--- src/seu_defines.vh ---
// Register map, field positions and timing counts for the exception and low-power unit.
// How it works
// - Interrupts taken at instruction boundaries or on wake
// - Take irq if mask clear and enabled
// - Highest pending priority wins, also at return
// - Fixed priority flag 1 highest, 20 lowest
// - Stack all registers except high index
// - Software interrupt ignores mask, stacks PC
// - Status one: flags 1-6 high, low bits zero
// - Status two: flags 14 down to 7
// - Status three: top zero, flags 20-15
// - Resets equal priority above all interrupts
// - Break forces software interrupt vector fetch
// - Break protects flags unless clear enable set
// - Two-step clears stay protected during break
// - Wait or stop clears mask, stops CPU
// - Wait: peripherals run, interrupt wakes CPU
// - Wait exits on reset, break sets flag
// - Stop resets counter, gates both clocks
// - Recovery 4096 cycles, or 32 if short
// - Counter held reset until recovery begins
// - Three registers at fixed addresses, gap
// - Reset cause cleared by read, power-on
// - Separate flag per reset cause
`ifndef SEU_DEFINES_VH
`define SEU_DEFINES_VH
`define SEU_ADDR_BRK_STATUS   16'hFE00
`define SEU_ADDR_RST_CAUSE    16'hFE01
`define SEU_ADDR_BRK_FLAG_CTL 16'hFE03
`define SEU_ADDR_IRQ_ONE      16'hFE04
`define SEU_ADDR_IRQ_TWO      16'hFE05
`define SEU_ADDR_IRQ_THREE    16'hFE06
`define SEU_ADDR_IRQ_ENABLE   16'hFE08
`define SEU_BIT_EXITED_WAIT   1
`define SEU_BIT_CLEAR_ENABLE  7
`define SEU_BIT_POWER_ON      7
`define SEU_BIT_PIN           6
`define SEU_BIT_WATCHDOG      5
`define SEU_BIT_ILL_OPCODE    4
`define SEU_BIT_ILL_ADDRESS   3
`define SEU_BIT_MONITOR       2
`define SEU_BIT_LOW_VOLTAGE   1
`define SEU_RST_CAUSE_POR     8'h80
`define SEU_IRQ_ENABLE_RESET  20'hFFFFF
`define SEU_RECOVERY_LONG     13'h1000
`define SEU_RECOVERY_SHORT    13'h0020
`define SEU_VECTOR_NONE       5'h00
`define SEU_VECTOR_SWI        5'h1F
`endif

--- src/seu_exception_lowpower.v ---
// Exception arbitration, low-power sequencing and break-mode register block.
//
// The Avalon-MM slave port is this design's own decision.
`timescale 1ns/100ps
`default_nettype none
`include "seu_defines.vh"
module seu_exception_lowpower #(
    parameter NUM_IRQ = 20,
    parameter CNT_W   = 13
) (
    // Clock and reset
    input  wire                 core_clk,
    input  wire                 rst,
    // Avalon-MM slave
    input  wire [15:0]          avs_address,
    input  wire                 avs_read,
    input  wire                 avs_write,
    input  wire [7:0]           avs_writedata,
    output reg  [7:0]           avs_readdata,
    output wire                 avs_waitrequest,
    // Reset sources
    input  wire                 por_event,
    input  wire                 pin_reset_event,
    input  wire                 watchdog_reset_event,
    input  wire                 ill_opcode_event,
    input  wire                 ill_address_event,
    input  wire                 monitor_reset_event,
    input  wire                 low_voltage_event,
    output wire                 reset_request,
    // CPU core side
    input  wire                 instr_boundary,
    input  wire                 global_mask,
    input  wire                 swi_exec,
    input  wire                 wait_exec,
    input  wire                 stop_exec,
    input  wire                 break_irq,
    input  wire                 short_stop_recovery_option,
    input  wire [NUM_IRQ-1:0]   irq_request,
    output reg                  take_exception,
    output reg  [4:0]           vector_sel,
    output reg                  stack_pc_minus_one,
    output wire                 stack_high_index,
    output reg                  clear_global_mask,
    output reg                  in_break,
    output wire                 flag_clear_allow,
    output wire                 cpu_clk_en,
    output wire                 periph_clk_en
);
    localparam ST_RUN  = 4'b0001;
    localparam ST_WAIT = 4'b0010;
    localparam ST_STOP = 4'b0100;
    localparam ST_REC  = 4'b1000;

    reg  [3:0]         state_ff;
    reg  [3:0]         nxt_state;
    reg  [CNT_W-1:0]   rec_cnt_ff;
    reg  [CNT_W-1:0]   nxt_rec_cnt;
    reg  [7:0]         rst_cause_ff;
    reg                exited_wait_ff;
    reg                clear_enable_ff;
    reg  [NUM_IRQ-1:0] irq_enable_ff;
    reg                rd_done_ff;
    wire [NUM_IRQ-1:0] eligible;
    reg  [4:0]         win_idx;
    reg                win_valid;
    wire               any_reset;
    wire               rd_cause;
    wire               wake_irq;
    integer            i;

    // Single-cycle answer for writes; reads wait one cycle for registered data.
    assign avs_waitrequest = avs_read & ~rd_done_ff;

    assign any_reset = por_event | pin_reset_event | watchdog_reset_event
                     | ill_opcode_event | ill_address_event
                     | monitor_reset_event | low_voltage_event;
    // All causes collapse onto one request with no arbitration between them.
    assign reset_request = any_reset;

    assign stack_high_index = 1'b0;
    assign flag_clear_allow = ~in_break | clear_enable_ff;

    assign eligible = irq_request & irq_enable_ff;
    assign wake_irq = |eligible;

    // Lowest index wins, so flag 1 outranks flag 20.
    always @* begin
        win_idx   = 5'h00;
        win_valid = 1'b0;
        for (i = NUM_IRQ - 1; i >= 0; i = i - 1) begin
            if (eligible[i]) begin
                win_idx   = i[4:0] + 5'h01;
                win_valid = 1'b1;
            end
        end
    end

    assign cpu_clk_en    = (state_ff == ST_RUN);
    assign periph_clk_en = (state_ff == ST_RUN) | (state_ff == ST_WAIT);

    always @* begin
        nxt_state   = state_ff;
        nxt_rec_cnt = rec_cnt_ff;
        case (state_ff)
            ST_RUN: begin
                if (wait_exec) begin
                    nxt_state = ST_WAIT;
                end else if (stop_exec) begin
                    nxt_state   = ST_STOP;
                    nxt_rec_cnt = {CNT_W{1'b0}};
                end
            end
            ST_WAIT: begin
                if (wake_irq | break_irq) begin
                    nxt_state = ST_RUN;
                end
            end
            ST_STOP: begin
                nxt_rec_cnt = {CNT_W{1'b0}};
                if (wake_irq | break_irq) begin
                    nxt_state = ST_REC;
                end
            end
            ST_REC: begin
                nxt_rec_cnt = rec_cnt_ff + {{(CNT_W-1){1'b0}}, 1'b1};
                if (short_stop_recovery_option) begin
                    if (nxt_rec_cnt == `SEU_RECOVERY_SHORT) begin
                        nxt_state = ST_RUN;
                    end
                end else if (nxt_rec_cnt == `SEU_RECOVERY_LONG) begin
                    nxt_state = ST_RUN;
                end
            end
            default: begin
                nxt_state = ST_RUN;
            end
        endcase
        // Reset exits any low-power mode at once.
        if (any_reset) begin
            nxt_state   = ST_RUN;
            nxt_rec_cnt = {CNT_W{1'b0}};
        end
    end

    assign rd_cause = avs_read & ~rd_done_ff
                    & (avs_address == `SEU_ADDR_RST_CAUSE);

    always @(posedge core_clk or posedge rst) begin
        if (rst) begin
            state_ff           <= ST_RUN;
            rec_cnt_ff         <= {CNT_W{1'b0}};
            exited_wait_ff     <= 1'b0;
            take_exception     <= 1'b0;
            vector_sel         <= `SEU_VECTOR_NONE;
            stack_pc_minus_one <= 1'b0;
            clear_global_mask  <= 1'b0;
            in_break           <= 1'b0;
        end else begin
            state_ff   <= nxt_state;
            rec_cnt_ff <= nxt_rec_cnt;

            clear_global_mask <= (state_ff == ST_RUN)
                               & (wait_exec | stop_exec);

            // Exceptions are offered only at a boundary or on wake.
            take_exception     <= 1'b0;
            stack_pc_minus_one <= 1'b0;
            if (any_reset) begin
                take_exception <= 1'b0;
            end else if (break_irq & (instr_boundary
                         | state_ff == ST_WAIT)) begin
                take_exception <= 1'b1;
                vector_sel     <= `SEU_VECTOR_SWI;
                in_break       <= 1'b1;
            end else if (swi_exec & instr_boundary) begin
                take_exception <= 1'b1;
                vector_sel     <= `SEU_VECTOR_SWI;
            end else if (win_valid & ~global_mask & instr_boundary
                         & state_ff == ST_RUN) begin
                take_exception     <= 1'b1;
                vector_sel         <= win_idx;
                stack_pc_minus_one <= 1'b1;
            end else if (win_valid & (state_ff == ST_WAIT)) begin
                // Stacking starts on the same edge that returns the core to ST_RUN.
                take_exception     <= 1'b1;
                vector_sel         <= win_idx;
                stack_pc_minus_one <= 1'b1;
            end else if (win_valid & (state_ff == ST_REC)
                         & (nxt_state == ST_RUN)) begin
                take_exception     <= 1'b1;
                vector_sel         <= win_idx;
                stack_pc_minus_one <= 1'b1;
            end

            // Break ends with the return from its handler; the core reports it
            // as an instruction boundary with no break request.
            if (in_break & instr_boundary & ~break_irq & ~swi_exec) begin
                in_break <= 1'b0;
            end

            if (break_irq & (state_ff == ST_WAIT)) begin
                exited_wait_ff <= 1'b1;
            end else if (avs_write & ~avs_waitrequest
                         & avs_address == `SEU_ADDR_BRK_STATUS
                         & ~avs_writedata[`SEU_BIT_EXITED_WAIT]) begin
                exited_wait_ff <= 1'b0;
            end

        end
    end

    // Cause flags live apart from the exception logic, so that a new cause
    // and a clearing read are weighed in one place.
    always @(posedge core_clk or posedge rst) begin
        if (rst) begin
            rst_cause_ff <= `SEU_RST_CAUSE_POR;
        end else begin
            // A new cause wins over a clearing read in the same cycle.
            if (por_event) begin
                rst_cause_ff <= `SEU_RST_CAUSE_POR;
            end else if (any_reset) begin
                rst_cause_ff[`SEU_BIT_PIN]         <= pin_reset_event;
                rst_cause_ff[`SEU_BIT_WATCHDOG]    <= watchdog_reset_event;
                rst_cause_ff[`SEU_BIT_ILL_OPCODE]  <= ill_opcode_event;
                rst_cause_ff[`SEU_BIT_ILL_ADDRESS] <= ill_address_event;
                rst_cause_ff[`SEU_BIT_MONITOR]     <= monitor_reset_event;
                rst_cause_ff[`SEU_BIT_LOW_VOLTAGE] <= low_voltage_event;
                rst_cause_ff[`SEU_BIT_POWER_ON]    <= 1'b0;
            end else if (rd_cause) begin
                rst_cause_ff <= 8'h00;
            end
        end
    end

    // Software-written control bits; writes never stall.
    always @(posedge core_clk or posedge rst) begin
        if (rst) begin
            clear_enable_ff <= 1'b0;
            irq_enable_ff   <= `SEU_IRQ_ENABLE_RESET;
        end else begin
            if (avs_write) begin
                if (avs_address == `SEU_ADDR_BRK_FLAG_CTL) begin
                    clear_enable_ff <= avs_writedata[`SEU_BIT_CLEAR_ENABLE];
                end else if (avs_address == `SEU_ADDR_IRQ_ENABLE) begin
                    irq_enable_ff[7:0] <= avs_writedata;
                end else if (avs_address == `SEU_ADDR_IRQ_ENABLE + 16'h0001) begin
                    irq_enable_ff[15:8] <= avs_writedata;
                end else if (avs_address == `SEU_ADDR_IRQ_ENABLE + 16'h0002) begin
                    irq_enable_ff[19:16] <= avs_writedata[3:0];
                end
                // Pending flag registers take no writes.
            end
        end
    end

    // Read data is registered on the first edge of a read, so it already
    // stands when waitrequest falls and the master takes it.
    always @(posedge core_clk or posedge rst) begin
        if (rst) begin
            rd_done_ff   <= 1'b0;
            avs_readdata <= 8'h00;
        end else begin
            rd_done_ff <= avs_read & ~rd_done_ff;
            if (avs_read & ~rd_done_ff) begin
                if (avs_address == `SEU_ADDR_BRK_STATUS) begin
                    avs_readdata <= {6'h00, exited_wait_ff, 1'b0};
                end else if (avs_address == `SEU_ADDR_RST_CAUSE) begin
                    avs_readdata <= rst_cause_ff;
                end else if (avs_address == `SEU_ADDR_BRK_FLAG_CTL) begin
                    avs_readdata <= {clear_enable_ff, 7'h00};
                end else if (avs_address == `SEU_ADDR_IRQ_ONE) begin
                    avs_readdata <= {irq_request[5:0], 2'b00};
                end else if (avs_address == `SEU_ADDR_IRQ_TWO) begin
                    avs_readdata <= irq_request[13:6];
                end else if (avs_address == `SEU_ADDR_IRQ_THREE) begin
                    avs_readdata <= {2'b00, irq_request[19:14]};
                end else if (avs_address == `SEU_ADDR_IRQ_ENABLE) begin
                    avs_readdata <= irq_enable_ff[7:0];
                end else if (avs_address == `SEU_ADDR_IRQ_ENABLE + 16'h0001) begin
                    avs_readdata <= irq_enable_ff[15:8];
                end else if (avs_address == `SEU_ADDR_IRQ_ENABLE + 16'h0002) begin
                    avs_readdata <= {4'h0, irq_enable_ff[19:16]};
                end else begin
                    avs_readdata <= 8'h00;
                end
            end
        end
    end
endmodule
`default_nettype wire

--- config.mk ---
export PLATFORM = sky130hd
export DESIGN_NAME = seu_exception_lowpower
export DESIGN_NICKNAME = d
export VERILOG_FILES = /design/src/seu_exception_lowpower.v
export VERILOG_INCLUDE_DIRS = /design/src
export SDC_FILE = /design/constraint.sdc
export NUM_CORES = 1
export LEC_CHECK = 0
export ABC_AREA = 1
export BUFFER_PORTS_ARGS = -buffer_cell sky130_fd_sc_hd__buf_2
export CORE_ASPECT_RATIO = 1.5
export CORE_MARGIN = 2
export CORE_UTILIZATION = 40
export CTS_CLUSTER_SIZE = 12
export DETAILED_ROUTE_END_ITERATION = 10
export GPL_TIMING_DRIVEN = 0
export HOLD_SLACK_MARGIN = 0.12
export PLACE_DENSITY_LB_ADDON = 0.1
export SLEW_MARGIN = 10
export SYNTH_ARGS = -nofsm -noshare
export SYNTH_HDL_FRONTEND = slang
export SYNTH_SLANG_ARGS = --single-unit
--- constraint.sdc ---
create_clock -name core_clk -period 2.5 [get_ports core_clk]
set_input_delay 0.125 -clock core_clk [delete_from_list [all_inputs] [get_ports core_clk]]
set_output_delay 0.125 -clock core_clk [all_outputs]
set_load 0.05 [all_outputs]
==> summary.txt <==
Max Cap Violations = 0
Htree depth = 3
Worst Setup Start Kind = input port
Hold_ws = 0.133 ns
Crit path time final = 2.29 ns
Pwr dens = 555 nW/um2
Total number of vias = 3968
Clock Pin Slew Worst Setup and Hold Paths = 0.05 ns
Outcome = complete, no violations
First-pass GRT wire length = 18.5 mm
Wire per inst = 14.9 um
Post-Synth XOR/XNOR Area = 0.00931
Nets = 710
WHS Path Cells = 3
Post-synth top area share = 0.279
EDFF count, synth = 0
Starting Density = 0.409
Post-DRT Antenna Nets = 0
Final instance count without filler cells = 764
Power Internal = 2120 uW
Vias in the first global route = 3994
Total power = 2730 uW
Largest net degree at the start of global routing = 65
Register bit total from synthesis = 64
Final period util = 0.916
Sw Ratio = 0.224
HPWL Detailed = 8.69 mm
I/O pin total = 85
Worst IR drop on VDD = 0.344 mV
Finish-stage setup viols = 0
Remaining global-route overflow = 0
Antenna violations before repair = 0
Drt initial violations = 179
RSZ-0062 raised after global routing = true
Die Span Y = 123 um
Highest clock rate = 0.437 GHz
Post-synthesis mux area share = 0.00266
Synthesized cell area = 3760 um2
Final Skew = 0.00549 ns
Yosys warns = 0
CP Data Required Time = 2.76 ns
Antenna diodes = 0
Synth top area cells = dfrtp_1 28%, nand2_1 17%, dfstp_2 15%
DRC viols = 0
Synth Area in Adders = 0.00333
Comb power frac = 0.090
Synth Net Count = 591
Total negative setup slack = 0 ns
Register Area = 1630 um2
CP startpoint = ill_address_event
Largest family of logic cells by synthesized area = simple AND/OR/NAND/NOR gates
Clock share of power = 0.518
Worst Hold Class = input port to flip-flop
Crit. End Element = flip-flop
Mean Syn Cell Area = 7.13 um2
CORE AREA = 9200 um2
CP endpoint = vector_sel[0]
Worst Tran Pin Value = 0.802 ns
Worst R2R Setup Slack = 0.26 ns
CP Class = input port to flip-flop
Full die area = 10200 um2
IO Port Bufs = 83
Num CTS Buffers = 9
Root Buffer = clkbuf_16
Crit-path max FO = 4
Flop pwr share = 0.392
First-pass DRT Iterations = 4
Clock Path Buffers = 2
Area of the multi-input gates = 1840 um2
Worst Reg-to-Reg Cells = 16
Ys async rst share = 1.00
Total wire length = 11.4 mm
Via density = 5.19
Final hold violations = 0
Post-Synth Simple-Gate Area = 0.331
Fill count = 908
Syn Inst Count = 528
Cell variety after synth = 41
Net Sw Power = 612 uW
Die X = 83.2 um
Seq/Total Area, Yosys = 0.433
Max-slew headroom = 0.466
Top_reg_cell synth = dfrtp_1
Placed Cells = 723
Launch point of the worst reg-to-reg path = rec_cnt_ff[0]
TritonCTS clock tree = built
Std cell rows = 43
CP arrival = 2.55 ns
GR Util All Layers = 0.232
Lkg Pwr = 0.00244 uW
CTS Sinks = 64
Post-synthesis compound-gate area fraction = 0.139
Layout cell share with drive strength beyond 1 = 0.230
Worst skew pair latency = 0.33 ns
P&R area growth vs syn = 30.7%
Worst R2R End = vector_sel[2]
Final Max Slew Viols = 0
# Post-CTS Setup Buffers = 0
RD Place Congestion = 0.960
Largest area contributor in the netlist = dfrtp_1
## worst min path at each step
| stage | slack [ns] | end | start |
|---|---|---|---|
| 2_1_floorplan | 0.23 | rst_cause_ff[2] | por_event |
| 3_3_place_gp | 0.36 | irq_enable_ff[6] | avs_writedata[6] |
| 3_5_place_dp | 0.35 | rec_cnt_ff[12] | rst |
| 4_1_cts | 0.12 | state_ff[2] | break_irq |
| 5_1_grt | 0.15 | state_ff[2] | break_irq |
| 6_report | 0.13 | clear_enable_ff | avs_write |
## power by group through the flow
| stage | combinational (uW) | sequential, uW | clock, uW |
|---|---|---|---|
| 3_5_place_dp | 218 | 1090 | 0 |
| 3_3_place_gp | 215 | 1090 | 0 |
| 6_report | 246 | 1070 | 1410 |
| 4_1_cts | 246 | 1070 | 1450 |
| 5_1_grt | 269 | 1070 | 1490 |
| 2_1_floorplan | 78.5 | 1120 | 0 |
## cell type report
type	count	area share
timing repair buffer	108	0.135
inverter	76	0.0585
tap	112	0.0285
buffer	4	0.00382
multi-input combinational	384	0.374
sequential	64	0.332
clock buffer	10	0.0466
clock inverter	6	0.0219
## flip-flops by register name (all words and copies together), names as in the netlist, 4 cells and up
register       cells
irq_enable_ff     20
rec_cnt_ff        13
avs_readdata       8
rst_cause_ff       7
vector_sel         5
state_ff           4
## per-stage QoR
step                       util  instance area [um2]  setup slack [ns]
after global routing      0.534                 4920           -0.0179
after global placement    0.469                 4320           -0.0625
after detailed placement  0.470                 4320             0.193
after CTS                 0.533                 4910             0.170
after floorplan               -                 3760            0.0607
final                     0.534                 4920             0.210
## cells in the mapped netlist (2+ instances only)
cell / number
o21ai_0: 44
o22ai_1: 14
dfrtp_1: 42
o2111ai_1: 2
a41oi_1: 3
a22o_1: 2
nor2_1: 51
a21oi_1: 13
clkbuf_1: 2
clkinv_1: 2
nand3_1: 21
dfstp_2: 22
nor2_2: 5
nor3_1: 8
nand3b_1: 2
nand2_1: 174
nand2_2: 4
xor2_1: 4
o31ai_1: 2
inv_2: 5
a31oi_1: 2
o21ai_1: 2
nor3_4: 2
a21oi_2: 2
inv_1: 69
nand4_1: 14
## cells by family (layout without fill, tap and decap cells)
group,Yosys count,count (layout)
XOR/XNOR,4,4
adder cells (fa/ha/maj),1,1
buffers and inverters,80,204
AO/OA/AOI/OAI,89,89
multiplexers,1,1
flip-flops,64,64
other,1,1
AND/OR/NAND/NOR,288,288
## placed cells by master, fill, tap and decap left out, types with 2 or more instances in the layout
cell,instances
nand2_1,174
buf_2,83
inv_1,68
nor2_1,51
o21ai_0,44
dfrtp_1,41
dlygate4sd3_1,25
dfstp_2,22
nand3_1,21
nand4_1,14
o22ai_1,14
a21oi_1,12
clkbuf_16,9
nor3_1,8
inv_2,6
nor2_2,5
nand2_2,4
xor2_1,4
a21oi_2,3
a41oi_1,3
clkbuf_1,3
bufinv_16,3
nor3_4,2
nand3b_1,2
a31oi_1,2
o2111ai_1,2
a22o_1,2
o31ai_1,2
clkinv_2,2
## worst max-delay path: stages
cell           delay [ns]
dlygate4sd3_1        0.54
buf_2                0.13
inv_1                0.08
nand4_1              0.11
nor4_2               0.48
nand2_1              0.25
nor3_2               0.25
nand2_2              0.09
nand2_2              0.09
nand2_1              0.05
nand2_1              0.15
nor2_1               0.06
a21oi_1              0.14
## metal layers
metal	up-vias	part of all wire	GRT usage
li1	1957	-	-
met1	1862	0.39	0.247
met2	117	0.52	0.429
met3	32	0.046	0.0477
met4	0	0.044	0.124
met5	-	0	0
## repair_timing
item	in CTS	in global routing
gates resized for setup	0	4
hold buffers	25	0
endpoints found under the hold margin	77	0
setup endpoints to repair	0	14
(Power assumes the default switching activity.)
